## src/rtl/rivm_regs.svh

```systemverilog
/*
 * Constants of the reset and interrupt vector map: vector addresses,
 * widths, fuse polarity and the boot flash start address.
 * Assumes inclusion from the package and the design modules by bare name.
 */
`ifndef RIVM_REGS_SVH
`define RIVM_REGS_SVH

`define RIVM_ADDR_W 13
`define RIVM_NSRC 25
`define RIVM_SRC_W 5
`define RIVM_RESET_ADDR 13'h0000
`define RIVM_TABLE_BASE 13'h0002
`define RIVM_VEC_STEP 13'h0002
`define RIVM_BOOT_START 13'h1c00
`define RIVM_FUSE_PROGRAMMED 1'b0
`define RIVM_SYNC_RST 2'h0
`define RIVM_RST_DONE 2'h3

`define RIVM_IDX_EXT_ZERO 5'h00
`define RIVM_IDX_EXT_ONE 5'h01
`define RIVM_IDX_PC_ZERO 5'h02
`define RIVM_IDX_PC_ONE 5'h03
`define RIVM_IDX_PC_TWO 5'h04
`define RIVM_IDX_WDOG 5'h05
`define RIVM_IDX_T2_CMPA 5'h06
`define RIVM_IDX_T2_CMPB 5'h07
`define RIVM_IDX_T2_OVF 5'h08
`define RIVM_IDX_T1_CAPT 5'h09
`define RIVM_IDX_T1_CMPA 5'h0a
`define RIVM_IDX_T1_CMPB 5'h0b
`define RIVM_IDX_T1_OVF 5'h0c
`define RIVM_IDX_T0_CMPA 5'h0d
`define RIVM_IDX_T0_CMPB 5'h0e
`define RIVM_IDX_T0_OVF 5'h0f
`define RIVM_IDX_SPI_DONE 5'h10
`define RIVM_IDX_RX_DONE 5'h11
`define RIVM_IDX_TX_EMPTY 5'h12
`define RIVM_IDX_TX_DONE 5'h13
`define RIVM_IDX_CONV_DONE 5'h14
`define RIVM_IDX_NVM_RDY 5'h15
`define RIVM_IDX_CMP_EVT 5'h16
`define RIVM_IDX_TWO_WIRE 5'h17
`define RIVM_IDX_STORE_RDY 5'h18

`define RIVM_OFF_EXT_ZERO 13'h0000
`define RIVM_OFF_EXT_ONE 13'h0002
`define RIVM_OFF_PC_ZERO 13'h0004
`define RIVM_OFF_PC_ONE 13'h0006
`define RIVM_OFF_PC_TWO 13'h0008
`define RIVM_OFF_WDOG 13'h000a
`define RIVM_OFF_T2_CMPA 13'h000c
`define RIVM_OFF_T2_CMPB 13'h000e
`define RIVM_OFF_T2_OVF 13'h0010
`define RIVM_OFF_T1_CAPT 13'h0012
`define RIVM_OFF_T1_CMPA 13'h0014
`define RIVM_OFF_T1_CMPB 13'h0016
`define RIVM_OFF_T1_OVF 13'h0018
`define RIVM_OFF_T0_CMPA 13'h001a
`define RIVM_OFF_T0_CMPB 13'h001c
`define RIVM_OFF_T0_OVF 13'h001e
`define RIVM_OFF_SPI_DONE 13'h0020
`define RIVM_OFF_RX_DONE 13'h0022
`define RIVM_OFF_TX_EMPTY 13'h0024
`define RIVM_OFF_TX_DONE 13'h0026
`define RIVM_OFF_CONV_DONE 13'h0028
`define RIVM_OFF_NVM_RDY 13'h002a
`define RIVM_OFF_CMP_EVT 13'h002c
`define RIVM_OFF_TWO_WIRE 13'h002e
`define RIVM_OFF_STORE_RDY 13'h0030

`endif

```

## src/rtl/rivm_pkg.sv

```systemverilog
/*
 * Types of the reset and interrupt vector map.
 * Assumes rivm_regs.svh on the include path.
 */
`include "rivm_regs.svh"

package rivm_pkg;

    typedef logic [`RIVM_ADDR_W-1:0] rivm_addr_t;
    typedef logic [`RIVM_NSRC-1:0] rivm_req_t;

    // one bit per source, lowest vector number in bit 0
    typedef struct packed {
        logic program_store_ready;
        logic two_wire;
        logic comparator;
        logic data_nvm_ready;
        logic converter;
        logic tx_complete;
        logic tx_buffer_empty;
        logic rx_complete;
        logic spi_complete;
        logic t0_ovf;
        logic t0_cmpb;
        logic t0_cmpa;
        logic t1_ovf;
        logic t1_cmpb;
        logic t1_cmpa;
        logic t1_capt;
        logic t2_ovf;
        logic t2_cmpb;
        logic t2_cmpa;
        logic watchdog_timeout_request;
        logic pin_change_request_two;
        logic pin_change_request_one;
        logic pin_change_request_zero;
        logic ext_request_one;
        logic ext_request_zero;
    } rivm_src_t;

    typedef struct packed {
        logic valid;
        logic [`RIVM_SRC_W-1:0] index;
    } rivm_pick_t;

endpackage

```

## src/rtl/rivm_top.sv

```systemverilog
/*
 * Reset and interrupt vector address generator for the 16-Kbyte variant.
 * Presents the fetch address for reset and for the highest priority
 * enabled pending interrupt, with reset entry and table relocation.
 * Assumes requests, enables and the take strobe come from logic on
 * I_SYS_CLK; the fuse and relocate bit are static levels from the core.
 * Limitation: a fuse or relocate change shows three cycles late, so
 * software must settle the relocate bit before enabling any source.
 * Vector offsets are spelled out per source rather than computed, so a
 * reordered source struct shows up as a wrong address, not a silent
 * shift of every vector behind it.
 */
// Summary of operation
// RULE1: reset entry at address zero for pin, power-on, brown-out, watchdog reset
// RULE2: external request zero at 0x0002, one at 0x0004, two words each
// RULE3: pin-change requests zero to two at 0x0006, 0x0008, 0x000A
// RULE4: watchdog time-out interrupt at 0x000C, distinct from watchdog reset
// RULE5: second 8-bit timer: compare A, compare B, overflow at 0x000E-0x0012
// RULE6: 16-bit timer: capture, compare A, compare B, overflow, 0x0014-0x001A
// RULE7: first 8-bit timer: compare A, compare B, overflow at 0x001C-0x0020
// RULE8: serial peripheral transfer complete at 0x0022
// RULE9: serial port receive, buffer empty, transmit complete at 0x0024-0x0028
// RULE10: converter, nvm ready, comparator, two-wire, store ready at 0x002A-0x0032
// RULE11: programmed boot fuse starts execution at boot reset address
// RULE12: relocate bit adds boot flash start to every vector address
// RULE13: reset at zero unless fuse; table at 0x0002 unless relocated
// RULE14: only enabled sources are fetched from
// RULE15: reset entry and vector table placed independently
// RULE16: software sets relocate bit before enabling any interrupt
// RULE17: fuse value zero means programmed, one unprogrammed
// RULE18: lowest vector number dispatched first among pending requests
`timescale 1ns/100ps
`default_nettype none
`include "rivm_regs.svh"

module rivm_top (
    input wire logic I_SYS_CLK, // system clock, 50 MHz
    input wire logic I_RSTN, // synchronous reset, active low
    input wire logic I_BOOT_RESET_SELECT_FUSE, // 0 = programmed
    input wire logic I_VECTOR_RELOCATE_BIT, // relocate table to boot
    input wire rivm_pkg::rivm_src_t I_REQ, // pending requests
    input wire rivm_pkg::rivm_src_t I_EN, // source enables
    input wire logic I_GLOBAL_EN, // global interrupt enable
    input wire logic I_TAKE, // core takes the presented vector
    output logic O_RESET_FETCH, // reset entry presented
    output logic O_IRQ_VALID, // interrupt vector presented
    output logic [`RIVM_SRC_W-1:0] O_IRQ_INDEX, // source, 0 = ext zero
    output logic [`RIVM_ADDR_W-1:0] O_FETCH_ADDR // word fetch address
);

////////////////////////////////////////////////////////////////////////////////

    // synchronised static levels
    logic fuse_s1_ff;
    logic fuse_s2_ff;
    logic reloc_s1_ff;
    logic reloc_s2_ff;

    // reset entry hold count
    logic [1:0] rst_cnt_ff;

    // selection and placement
    rivm_pkg::rivm_pick_t pick;
    rivm_pkg::rivm_req_t gated;
    rivm_pkg::rivm_addr_t reset_addr;
    rivm_pkg::rivm_addr_t table_base;
    rivm_pkg::rivm_addr_t nxt_addr;
    rivm_pkg::rivm_addr_t vec_off;
    logic nxt_valid;
    logic boot_prog;

    // static levels from outside the core domain still get two flops
    always_ff @(posedge I_SYS_CLK) begin
        fuse_s1_ff <= I_BOOT_RESET_SELECT_FUSE;
        fuse_s2_ff <= fuse_s1_ff;
    end

    always_ff @(posedge I_SYS_CLK) begin
        reloc_s1_ff <= I_VECTOR_RELOCATE_BIT;
        reloc_s2_ff <= reloc_s1_ff;
    end

////////////////////////////////////////////////////////////////////////////////
// placement

    // fuse reads low when programmed
    assign boot_prog = (fuse_s2_ff == `RIVM_FUSE_PROGRAMMED); // RULE17

    // RULE13 RULE15: each placement follows its own control only
    // reset entry placement
    always_comb begin
        if (boot_prog) begin
            reset_addr = `RIVM_BOOT_START; // RULE11
        end else begin
            reset_addr = `RIVM_RESET_ADDR; // RULE1
        end
    end

    // table placement
    always_comb begin
        if (reloc_s2_ff) begin
            table_base = `RIVM_BOOT_START + `RIVM_TABLE_BASE; // RULE12
        end else begin
            table_base = `RIVM_TABLE_BASE; // RULE13
        end
    end

////////////////////////////////////////////////////////////////////////////////
// selection

    // disabled sources never reach the picker
    always_comb begin
        if (I_GLOBAL_EN) begin
            gated = rivm_pkg::rivm_req_t'(I_REQ)
                  & rivm_pkg::rivm_req_t'(I_EN); // RULE14
        end else begin
            gated = '0; // RULE14
        end
    end

    // fixed priority, lowest index first
    rivm_prio_pick u_pick (
        .i_req (gated),
        .o_pick (pick)
    ); // RULE18

////////////////////////////////////////////////////////////////////////////////
// vector table

    // vector n sits at base + 2n; one entry per source, two words each,
    // so a reordered request struct shows as a wrong address
    always_comb begin
        vec_off = '0;
        case (pick.index)
            // external requests
            `RIVM_IDX_EXT_ZERO: begin
                vec_off = `RIVM_OFF_EXT_ZERO; // RULE2
            end
            `RIVM_IDX_EXT_ONE: begin
                vec_off = `RIVM_OFF_EXT_ONE; // RULE2
            end

            // pin-change requests
            `RIVM_IDX_PC_ZERO: begin
                vec_off = `RIVM_OFF_PC_ZERO; // RULE3
            end
            `RIVM_IDX_PC_ONE: begin
                vec_off = `RIVM_OFF_PC_ONE; // RULE3
            end
            `RIVM_IDX_PC_TWO: begin
                vec_off = `RIVM_OFF_PC_TWO; // RULE3
            end

            // watchdog time-out, not the watchdog reset
            `RIVM_IDX_WDOG: begin
                vec_off = `RIVM_OFF_WDOG; // RULE4
            end

            // second 8-bit timer
            `RIVM_IDX_T2_CMPA: begin
                vec_off = `RIVM_OFF_T2_CMPA; // RULE5
            end
            `RIVM_IDX_T2_CMPB: begin
                vec_off = `RIVM_OFF_T2_CMPB; // RULE5
            end
            `RIVM_IDX_T2_OVF: begin
                vec_off = `RIVM_OFF_T2_OVF; // RULE5
            end

            // 16-bit timer
            `RIVM_IDX_T1_CAPT: begin
                vec_off = `RIVM_OFF_T1_CAPT; // RULE6
            end
            `RIVM_IDX_T1_CMPA: begin
                vec_off = `RIVM_OFF_T1_CMPA; // RULE6
            end
            `RIVM_IDX_T1_CMPB: begin
                vec_off = `RIVM_OFF_T1_CMPB; // RULE6
            end
            `RIVM_IDX_T1_OVF: begin
                vec_off = `RIVM_OFF_T1_OVF; // RULE6
            end

            // first 8-bit timer
            `RIVM_IDX_T0_CMPA: begin
                vec_off = `RIVM_OFF_T0_CMPA; // RULE7
            end
            `RIVM_IDX_T0_CMPB: begin
                vec_off = `RIVM_OFF_T0_CMPB; // RULE7
            end
            `RIVM_IDX_T0_OVF: begin
                vec_off = `RIVM_OFF_T0_OVF; // RULE7
            end

            // serial peripheral transfer
            `RIVM_IDX_SPI_DONE: begin
                vec_off = `RIVM_OFF_SPI_DONE; // RULE8
            end

            // serial port
            `RIVM_IDX_RX_DONE: begin
                vec_off = `RIVM_OFF_RX_DONE; // RULE9
            end
            `RIVM_IDX_TX_EMPTY: begin
                vec_off = `RIVM_OFF_TX_EMPTY; // RULE9
            end
            `RIVM_IDX_TX_DONE: begin
                vec_off = `RIVM_OFF_TX_DONE; // RULE9
            end

            // remaining sources in vector order
            `RIVM_IDX_CONV_DONE: begin
                vec_off = `RIVM_OFF_CONV_DONE; // RULE10
            end
            `RIVM_IDX_NVM_RDY: begin
                vec_off = `RIVM_OFF_NVM_RDY; // RULE10
            end
            `RIVM_IDX_CMP_EVT: begin
                vec_off = `RIVM_OFF_CMP_EVT; // RULE10
            end
            `RIVM_IDX_TWO_WIRE: begin
                vec_off = `RIVM_OFF_TWO_WIRE; // RULE10
            end
            `RIVM_IDX_STORE_RDY: begin
                vec_off = `RIVM_OFF_STORE_RDY; // RULE10
            end
            default: begin
                vec_off = '0;
            end
        endcase
    end

    // a take clears valid for one cycle only; a request still held
    // after that is presented again
    always_comb begin
        nxt_valid = pick.valid && !I_TAKE;
    end

    always_comb begin
        nxt_addr = table_base + vec_off; // RULE12
    end

////////////////////////////////////////////////////////////////////////////////
// outputs

    // reset entry held a few cycles so the fuse synchroniser settles first
    always_ff @(posedge I_SYS_CLK) begin
        if (!I_RSTN) begin
            rst_cnt_ff <= `RIVM_SYNC_RST;
        end else if (rst_cnt_ff != `RIVM_RST_DONE) begin
            rst_cnt_ff <= rst_cnt_ff + 2'h1;
        end
    end

    // every output comes straight from a flop
    // reset entry wins over any request while the count runs
    always_ff @(posedge I_SYS_CLK) begin
        if (!I_RSTN) begin
            O_RESET_FETCH <= 1'b1; // RULE1
        end else if (rst_cnt_ff != `RIVM_RST_DONE) begin
            O_RESET_FETCH <= 1'b1; // RULE1
        end else begin
            O_RESET_FETCH <= 1'b0;
        end
    end

    // no vector is presented during reset entry
    always_ff @(posedge I_SYS_CLK) begin
        if (!I_RSTN) begin
            O_IRQ_VALID <= 1'b0;
        end else if (rst_cnt_ff != `RIVM_RST_DONE) begin
            O_IRQ_VALID <= 1'b0;
        end else begin
            O_IRQ_VALID <= nxt_valid; // RULE14
        end
    end

    // index of the winner, cleared during reset entry
    always_ff @(posedge I_SYS_CLK) begin
        if (!I_RSTN) begin
            O_IRQ_INDEX <= '0;
        end else if (rst_cnt_ff != `RIVM_RST_DONE) begin
            O_IRQ_INDEX <= '0;
        end else begin
            O_IRQ_INDEX <= pick.index; // RULE18
        end
    end

    // idle address falls back to the reset entry
    always_ff @(posedge I_SYS_CLK) begin
        if (!I_RSTN) begin
            O_FETCH_ADDR <= `RIVM_RESET_ADDR;
        end else if (rst_cnt_ff != `RIVM_RST_DONE) begin
            O_FETCH_ADDR <= reset_addr; // RULE1 RULE11
        end else begin
            O_FETCH_ADDR <= nxt_valid ? nxt_addr : reset_addr; // RULE12
        end
    end

endmodule
`default_nettype wire

```

## src/rtl/rivm_prio_pick.sv

```systemverilog
/*
 * Fixed priority picker: lowest set bit wins.
 * Assumes requests already gated by their enables, same clock domain.
 */
`timescale 1ns/100ps
`default_nettype none
`include "rivm_regs.svh"

module rivm_prio_pick (
    input wire logic [`RIVM_NSRC-1:0] i_req, // gated requests
    output var rivm_pkg::rivm_pick_t o_pick // winner, combinational
);

    always_comb begin
        o_pick = '0;
        for (int i = `RIVM_NSRC - 1; i >= 0; i--) begin
            if (i_req[i]) begin
                o_pick.valid = 1'b1;
                o_pick.index = `RIVM_SRC_W'(i);
            end
        end
    end

endmodule
`default_nettype wire

```

## config.mk

```make
export PLATFORM = sky130hd
export DESIGN_NAME = rivm_top
export DESIGN_NICKNAME = d
export VERILOG_FILES = /design/src/rtl/rivm_pkg.sv /design/src/rtl/rivm_top.sv /design/src/rtl/rivm_prio_pick.sv
export VERILOG_INCLUDE_DIRS = /design/src /design/src/rtl
export SDC_FILE = /design/constraint.sdc
export NUM_CORES = 1
export LEC_CHECK = 0
export BUFFER_PORTS_ARGS = -buffer_cell sky130_fd_sc_hd__buf_2
export CORE_MARGIN = 8
export CORE_UTILIZATION = 45
export CTS_CLUSTER_SIZE = 8
export DETAILED_ROUTE_END_ITERATION = 7
export PLACE_DENSITY_LB_ADDON = 0.05
export SETUP_SLACK_MARGIN = 0.2
export SYNTH_ARGS = -nofsm -noshare
export SYNTH_HDL_FRONTEND = slang
export SYNTH_SLANG_ARGS = --single-unit
```

## constraint.sdc

```tcl
create_clock -name I_SYS_CLK -period 3.15 [get_ports I_SYS_CLK]
set_input_delay 0.63 -clock I_SYS_CLK [delete_from_list [all_inputs] [get_ports I_SYS_CLK]]
set_output_delay 0.63 -clock I_SYS_CLK [all_outputs]
set_load 0.02 [all_outputs]
```

==> insert_results.sql, run 1 <==
INSERT INTO impl_metrics (metric_group, metric, value, unit) VALUES
('status', 'run_status', 'finished, final reports clean', ''),
('timing', 'period_share', '72.01', '%'),
('logic_synthesis', 'postSynth.topFlopCell', 'sky130_fd_sc_hd__dfxtp_1', ''),
('finish', 'fill_cells', '239', ''),
('timing', 'setup_viols_final', '0', ''),
('logic_synthesis', 'ys_warn_count', '0', ''),
('worst_setup_path', 'worst_setup_path_end_kind', 'flop', ''),
('worst_setup_path', 'timing_worst_setup_path_type', 'in -> reg', ''),
('logic_synthesis', 'netlist-cell-type-count', '38', ''),
('logic_synthesis', 'synth_area', '0.001155', 'mm2'),
('logic_synthesis', 'synth_simple_gate_area_share', '25.68', '%'),
('place', 'dp_hpwl', '2624', 'um'),
('finish', 'layout.core_utilization', '63.76', '%'),
('place', 'dp.cells', '230', ''),
('clocking', 'cts_tree', 'built', ''),
('global_route', 'grt.overflow.total', '0', ''),
('clocking', 'tritoncts_buffers', '3', ''),
('finish', 'finish.net_count', '263', ''),
('timing', 'maxSlewViolCount', '0', ''),
('worst_setup_path', 'worst_ep_required_time', '3390', 'ps'),
('floorplan', 'placement_rows', '18', ''),
('logic_synthesis', 'synth_sequential_area_ratio', '34.67', '%'),
('logic_synthesis', 'synth-seq-cells', '20', ''),
('logic_synthesis', 'synth_area_leader_cell', 'sky130_fd_sc_hd__dfxtp_1', ''),
('global_route', 'global_route_wire_length_before_repair', '4657', 'um'),
('place', 'placement.cell_area', '0.001513', 'mm2'),
('clocking', 'clock_insertion_delay_worst_skew', '290', 'ps'),
('clocking', 'postCtsSetupRepairBufs', '0', ''),
('logic_synthesis', 'synth_area_leaders', 'sky130_fd_sc_hd__dfxtp_1, sky130_fd_sc_hd__a22o_1, sky130_fd_sc_hd__nand2_1', ''),
('finish', 'antenna-diode-count', '0', ''),
('clocking', 'worst_setup_hold_path_clk_slew', '110', 'ps'),
('place', 'port_buffers', '71', ''),
('power', 'total_power', '0.6425', 'mW'),
('timing', 'fin_skew', '7.363', 'ps'),
('finish', 'sequential_cell_area', '400.4', 'um2'),
('floorplan', 'floorplan.initialDensity', '47.04', '%'),
('detailed_routing', 'detail_route.wl_per_cell', '12.62', 'um'),
('min_path', 'type_of_the_most_critical_hold_path', 'reg -> reg', ''),
('clocking', 'hold_buf_cts', '0', ''),
('worst_setup_path', 'start_kind', 'input port', ''),
('finish', 'layout_common_cells', 'sky130_fd_sc_hd__buf_2, sky130_fd_sc_hd__dfxtp_1, sky130_fd_sc_hd__nand2_1', ''),
('floorplan', 'placeableCoreArea', '0.002455', 'mm2'),
('timing', 'fin_ws', '881.5', 'ps'),
('place', 'place_congestion', '0.8427', ''),
('logic_synthesis', 'synth_adder_area_share', '2.167', '%'),
('timing', 'rsz0062_at_grt', 'no', ''),
('logic_synthesis', 'synth_compound_area_share', '28.60', '%'),
('timing', 'finalSetupTns', '0', 'ps'),
('global_route', 'grt_pass1_vias', '1227', ''),
('floorplan', 'die_x', '66.66', 'um'),
('min_path', 'timing.hold.worst_path_depth', '0', ''),
('finish', 'drive_above_1_share', '40.69', '%'),
('power', 'powerDensity', '410.5', 'mW/mm2'),
('detailed_routing', 'route.final.wire_length', '2953', 'um'),
('logic_synthesis', 'synth-edff-count', '0', ''),
('logic_synthesis', 'yosys-mux-area-fraction', '1.733', '%'),
('detailed_routing', 'route.detailed.drc', '0', ''),
('timing', 'timing.fmax', '440.8', 'MHz'),
('floorplan', 'io-pin-count', '76', ''),
('detailed_routing', 'ant_nets', '0', ''),
('global_route', 'global_route.usage.total', '12.50', '%'),
('logic_synthesis', 'dominant_combinational_cell_family_by_area_after_synthesis', 'compound AO/OA/AOI/OAI gates', ''),
('detailed_routing', 'routed_via_density', '5.132', ''),
('finish', 'post_layout_nonfiller_instances', '234', ''),
('clocking', 'cts-root-to-sink-buffers', '2', ''),
('floorplan', 'fp.dieH', '66.66', 'um'),
('worst_setup_path', 'ff2ff_path_depth', '5', ''),
('power', 'leakagePower', '0.7878', 'nW'),
('finish', 'post-route-cell-area', '0.001565', 'mm2'),
('logic_synthesis', 'synth_top_area_share', '34.67', '%'),
('worst_setup_path', 'worst_ep_arrival_time', '2510', 'ps');
[worst max-delay path, cell delays in order]
cell and delay [ps]:
sky130_fd_sc_hd__buf_2 110, sky130_fd_sc_hd__a22oi_1 220, sky130_fd_sc_hd__nand3_1 100, sky130_fd_sc_hd__a21o_1 170, sky130_fd_sc_hd__o21a_1 230, sky130_fd_sc_hd__o21ai_0 290, sky130_fd_sc_hd__and2_1 180, sky130_fd_sc_hd__ha_1 170
sky130_fd_sc_hd__inv_1 40, sky130_fd_sc_hd__o31ai_1 200, sky130_fd_sc_hd__and2_1 150
[path summary, 6_finish.rpt]
path	start	to	slack, ps
setup reg to reg	rst_cnt_ff[0]	O_FETCH_ADDR[1]	1560
hold reg to reg	fuse_s1_ff	fuse_s2_ff	340
hold / removal	fuse_s1_ff	fuse_s2_ff	340
setup / recovery	I_REQ[10]	O_FETCH_ADDR[5]	880
[synth_stat cells (all sizes together), types with 2 or more instances]
cell type  count
nor2           5
or3b           3
o31ai          2
a32o           2
inv            3
dfxtp         20
and3           3
xnor2          2
and3b          2
o41ai          3
buf            7
a21oi          5
a22o          12
a21o           3
o21ai          7
o21a           2
mux2i          2
nand2         20
and2           6
nor2b          2
nand3          6
ha             2
[report_power, final]
group          leakage [nW]  internal (mW)  switching [mW]
logic                 0.596         0.0799          0.0897
registers             0.164          0.266         0.00513
clock network        0.0279          0.128          0.0728
total                 0.788          0.475           0.168
[cell families after synthesis]
| kind of cell | after synthesis |
|---|---|
| other | 1 |
| flip-flops | 20 |
| buffers and inverters | 10 |
| AND/OR/NAND/NOR | 53 |
| XOR/XNOR | 2 |
| adder cells (fa/ha/maj) | 2 |
| AO/OA/AOI/OAI | 42 |
| multiplexers | 2 |
[layout make-up]
cell class,instances,share of cell area (%)
clock buffer,3,1.439
clock inverter,1,1.918
inverter,3,0.7194
multi-input combinational,106,45.24
sequential,20,25.58
tap,30,2.398
timing repair buffer,71,22.70
[sequential cells by signal (all words and copies together) (netlist names)]
signal         cells
O_IRQ_VALID        1
rst_cnt_ff         2
reloc_s1_ff        1
fuse_s2_ff         1
O_FETCH_ADDR       7
O_RESET_FETCH      1
O_IRQ_INDEX        5
fuse_s1_ff         1
reloc_s2_ff        1
[per-layer routing]
metal,up-vias,global-route usage (%),routed length (um)
met5,-,0,0
met4,0,4.000,27
met3,2,1.678,155
met2,41,23.54,1547
met1,533,13.87,1222
li1,625,-,-
Note: power is estimated with default switching activity, not from simulation.
==> run 2: changes to the inputs <==
--- a/config.mk
+++ b/config.mk
@@ -6,9 +6,10 @@
 export SDC_FILE = /design/constraint.sdc
 export NUM_CORES = 1
 export LEC_CHECK = 0
+export ABC_AREA = 1
 export BUFFER_PORTS_ARGS = -buffer_cell sky130_fd_sc_hd__buf_2
 export CORE_MARGIN = 8
-export CORE_UTILIZATION = 45
+export CORE_UTILIZATION = 36
 export CTS_CLUSTER_SIZE = 8
 export DETAILED_ROUTE_END_ITERATION = 7
 export PLACE_DENSITY_LB_ADDON = 0.05
==> constraint.sdc (replaced) <==
create_clock -name I_SYS_CLK -period 2.07 [get_ports I_SYS_CLK]
set_input_delay 0.414 -clock I_SYS_CLK [delete_from_list [all_inputs] [get_ports I_SYS_CLK]]
set_output_delay 0.414 -clock I_SYS_CLK [all_outputs]
set_load 0.02 [all_outputs]
==> run 2 against run 1 <==
  * First-iteration DRC count is 38% lower
  * Worst hold slack got worse by 120 ps
  * Clock skew hardly changed
  * Sequential share of layout area fell by 3.5 points
  * Clock-buffer cell count grew 1
  * Critical endpoint is now O_IRQ_INDEX[0]
  * Highest routed layer unchanged
==> insert_results.sql, run 2 <==
INSERT INTO impl_metrics (metric_group, metric, value, unit) VALUES
('clocking', 'tritoncts_buffers', '3', ''),
('floorplan', 'die_area', '0.004949', 'mm2'),
('logic_synthesis', 'syn_inst', '160', ''),
('global_route', 'grt.overflow.total', '0', ''),
('finish', 'reg_top3', 'O_FETCH_ADDR x7, O_IRQ_INDEX x5, rst_cnt_ff x2', ''),
('power', 'leakagePower', '1.035', 'nW'),
('worst_setup_path', 'cp_slowest_cell', 'sky130_fd_sc_hd__buf_4', ''),
('place', 'dp_worst_slack', '-249.9', 'ps'),
('detailed_routing', 'met2_length', '1565', 'um'),
('timing', 'timing.fmax', '514.5', 'MHz'),
('detailed_routing', 'detail_route.wl_per_cell', '10.60', 'um'),
('flow_run', 'maxCapViolCount', '0', ''),
('clocking', 'cts_tree', 'built', ''),
('timing', 'finalSetupTns', '0', 'ps'),
('logic_synthesis', 'ys_warn_count', '0', ''),
('power', 'clock_power_share', '21.3', '%'),
('finish', 'post-route-cell-area', '0.001817', 'mm2'),
('worst_setup_path', 'critical_path.max_fanout', '2', ''),
('detailed_routing', 'route.final.wire_length', '3115', 'um'),
('floorplan', 'fp.dieH', '70.35', 'um'),
('logic_synthesis', 'synth_sequential_area_ratio', '37.65', '%'),
('place', 'placement.cell_area', '0.001618', 'mm2'),
('floorplan', 'die_x', '70.35', 'um'),
('worst_setup_path', 'timing_worst_setup_path_type', 'in -> reg', ''),
('clocking', 'htree_levels', '1', ''),
('logic_synthesis', 'netlist-cell-type-count', '23', ''),
('worst_setup_path', 'most_used_cell_along_the_critical_path', 'sky130_fd_sc_hd__nand2_1', ''),
('status', 'run_status', 'finished, final reports clean', ''),
('detailed_routing', 'ant_nets', '0', ''),
('logic_synthesis', 'synth.most_common_cell', 'sky130_fd_sc_hd__nand2_1', ''),
('power', 'net-switching-power', '0.2965', 'mW'),
('worst_setup_path', 'start_kind', 'input port', ''),
('timing', 'period_share', '93.90', '%'),
('logic_synthesis', 'synth_area_leader_cell', 'sky130_fd_sc_hd__dfxtp_1', ''),
('power', 'internal_power', '0.7052', 'mW'),
('clocking', 'cts-root-buf', 'sky130_fd_sc_hd__clkbuf_4', ''),
('power', 'power_frac_seq', '41.3', '%'),
('place', 'dp_hpwl', '2666', 'um'),
('global_route', 'antenna_violations_before_repair', '0', ''),
('logic_synthesis', 'postSynth.topFlopCell', 'sky130_fd_sc_hd__dfxtp_1', ''),
('timing', 'rsz0062_at_grt', 'yes', ''),
('finish', 'finish.net_count', '322', ''),
('finish', 'area_delta_synth_final', '70.82', '%'),
('logic_synthesis', 'async_reset_ff_share', '0', '%'),
('global_route', 'grt_pass1_vias', '1356', ''),
('timing', 'timing_hold_violations_final', '0', ''),
('logic_synthesis', 'syn_area_per_cell', '6.647', 'um2'),
('logic_synthesis', 'synth_area_leaders', 'sky130_fd_sc_hd__dfxtp_1, sky130_fd_sc_hd__nand2_1, sky130_fd_sc_hd__nand3_1', ''),
('finish', 'mostFrequentLayoutCell', 'sky130_fd_sc_hd__buf_2', ''),
('clocking', 'clock_insertion_delay_worst_skew', '300', 'ps'),
('finish', 'flip_flop_count_of_the_largest_register_after_layout', '7', ''),
('finish', 'drive_above_1_share', '49.43', '%'),
('clocking', 'worst_setup_hold_path_clk_slew', '100', 'ps'),
('timing', 'fin_ws', '126.2', 'ps'),
('place', 'port_buffers', '71', ''),
('power', 'switching_share', '29.60', '%'),
('global_route', 'global_route_wire_length_before_repair', '5457', 'um'),
('global_route', 'maximum_number_of_pins_on_one_net_before_global_route_repair', '15', ''),
('detailed_routing', 'vias', '1318', ''),
('detailed_routing', 'routed_via_density', '4.483', ''),
('global_route', 'global_route.usage.total', '12.55', '%'),
('timing', 'maxSlewViolCount', '0', ''),
('power', 'powerDensity', '551.4', 'mW/mm2'),
('logic_synthesis', 'synth-edff-count', '0', ''),
('clocking', 'cts-root-to-sink-buffers', '2', ''),
('floorplan', 'floorplan.initialDensity', '38.24', '%'),
('min_path', 'type_of_the_most_critical_hold_path', 'in -> reg', ''),
('finish', 'layout_common_cells', 'sky130_fd_sc_hd__buf_2, sky130_fd_sc_hd__nand2_1, sky130_fd_sc_hd__buf_4', ''),
('worst_setup_path', 'worst_ep_required_time', '2320', 'ps'),
('finish', 'top_register', 'O_FETCH_ADDR', ''),
('floorplan', 'placement_rows', '19', ''),
('logic_synthesis', 'synth_top_area_share', '37.65', '%'),
('timing', 'period_minus_slack', '1944', 'ps'),
('finish', 'fill_cells', '259', ''),
('power', 'max-vdd-ir-drop', '619.3', 'uV'),
('floorplan', 'placeableCoreArea', '0.002781', 'mm2'),
('detailed_routing', 'route.detailed.drc', '0', ''),
('worst_setup_path', 'worst_setup_path_end_kind', 'flop', ''),
('logic_synthesis', 'synth-seq-cells', '20', ''),
('detailed_routing', 'top_metal_layer_carrying_routed_signals', 'met4', ''),
('detailed_routing', 'drtIter0Drc', '26', ''),
('logic_synthesis', 'synth_area', '0.001064', 'mm2'),
('detailed_routing', 'routedLengthMet1', '1240', 'um'),
('timing', 'setup_viols_final', '0', ''),
('worst_setup_path', 'worst_ep_arrival_time', '2190', 'ps'),
('timing', 'fin_skew', '6.916', 'ps'),
('power', 'combinational_cell_fraction_of_total_power', '37.4', '%'),
('floorplan', 'io-pin-count', '76', ''),
('detailed_routing', 'wl_met3', '259', 'um'),
('place', 'place_congestion', '0.7633', ''),
('clocking', 'clock_sinks', '20', ''),
('logic_synthesis', 'post_synth_most_frequent_cells', 'sky130_fd_sc_hd__nand2_1, sky130_fd_sc_hd__nand3_1, sky130_fd_sc_hd__nor2_1', ''),
('finish', 'antenna-diode-count', '0', ''),
('detailed_routing', 'firstDrtPassIters', '4', ''),
('worst_setup_path', 'critical-path-max-stage-delay', '130', 'ps');
[run 2: cell count changes after synthesis, sizes merged, moves of 4 or more]
cell / delta
a22o: -12
and2: -6
inv: +13
nand2: +26
nand3: +20
nor2: +18
o21ai: -4
[run 2: path summary, 6_finish.rpt]
check | from | endpoint | slack, ps | cells after the start
worst max-delay path | I_REQ[23] | O_IRQ_INDEX[0] | 130 | 29
worst min-delay path | I_BOOT_RESET_SELECT_FUSE | fuse_s1_ff | 220 | 1
worst max register to register | rst_cnt_ff[0] | O_FETCH_ADDR[3] | 600 | 7
worst min register to register | reloc_s1_ff | reloc_s2_ff | 340 | 0
[run 2: per-layer routing]
metal,global-route usage (%),vias to the layer above
met2,21.83,46
met4,2.679,0
met5,0,-
li1,-,712
met1,13.70,553
met3,5.367,7
[run 2: area by class of cell]
type | count | area, um2 | area share (%)
repair buffers | 103 | 633.1 | 34.85
multi-input cells | 120 | 645.6 | 35.54
flip-flops and latches | 20 | 400.4 | 22.04
inverters | 16 | 62.56 | 3.444
well taps | 31 | 38.79 | 2.135
clock buffers | 4 | 36.28 | 1.997
[run 2: through the flow]
| stage | std cells | total power, mW | utilization (%) | hold slack [ps] |
|---|---|---|---|---|
| floorplan | 164 | 0.6028 | - | 309.6 |
| global placement | 282 | 0.7218 | 58.16 | 313.3 |
| detailed placement | 282 | 0.7316 | 58.16 | 312.8 |
| CTS | 292 | 0.9735 | 61.94 | 209.4 |
| global route | 294 | 1.078 | 65.32 | 194.6 |
| finish | 294 | 1.002 | 65.32 | 218.2 |
[run 2: timing repair]
action	4_1_cts	5_1_grt
setup endpoints to repair	4	7
gates resized for setup	5	19
pin swaps	2	5
hold buffers	0	0
endpoints found under the hold margin	0	0
setup buffers	6	2
gates cloned	0	0
[run 2: kinds of logic (layout without fill, tap and decap cells)]
logic type	Yosys count	after routing	share of synthesized area, %
xor+xnor	1	1	0.8237
flops	20	20	37.65
other cells	1	5	0.3526
fa+ha+maj	2	2	2.353
compound gates	15	15	9.648
buf+inv	24	123	11.29
simple gates	97	97	37.88
[run 2: power groups by stage]
| stage | clock network [mW] | logic, mW | registers [mW] |
|---|---|---|---|
| floorplan | 0 | 0.171 | 0.432 |
| global placement | 0 | 0.301 | 0.421 |
| detailed placement | 0 | 0.309 | 0.423 |
| CTS | 0.220 | 0.340 | 0.414 |
| global route | 0.242 | 0.420 | 0.416 |
| finish | 0.213 | 0.375 | 0.414 |
[run 2: worst max-delay path: cells and delay by family]
| family | cells | cell delay (ps) |
|---|---|---|
| buffers and inverters | 5 | 520 |
| and+or+nand+nor | 24 | 1230 |
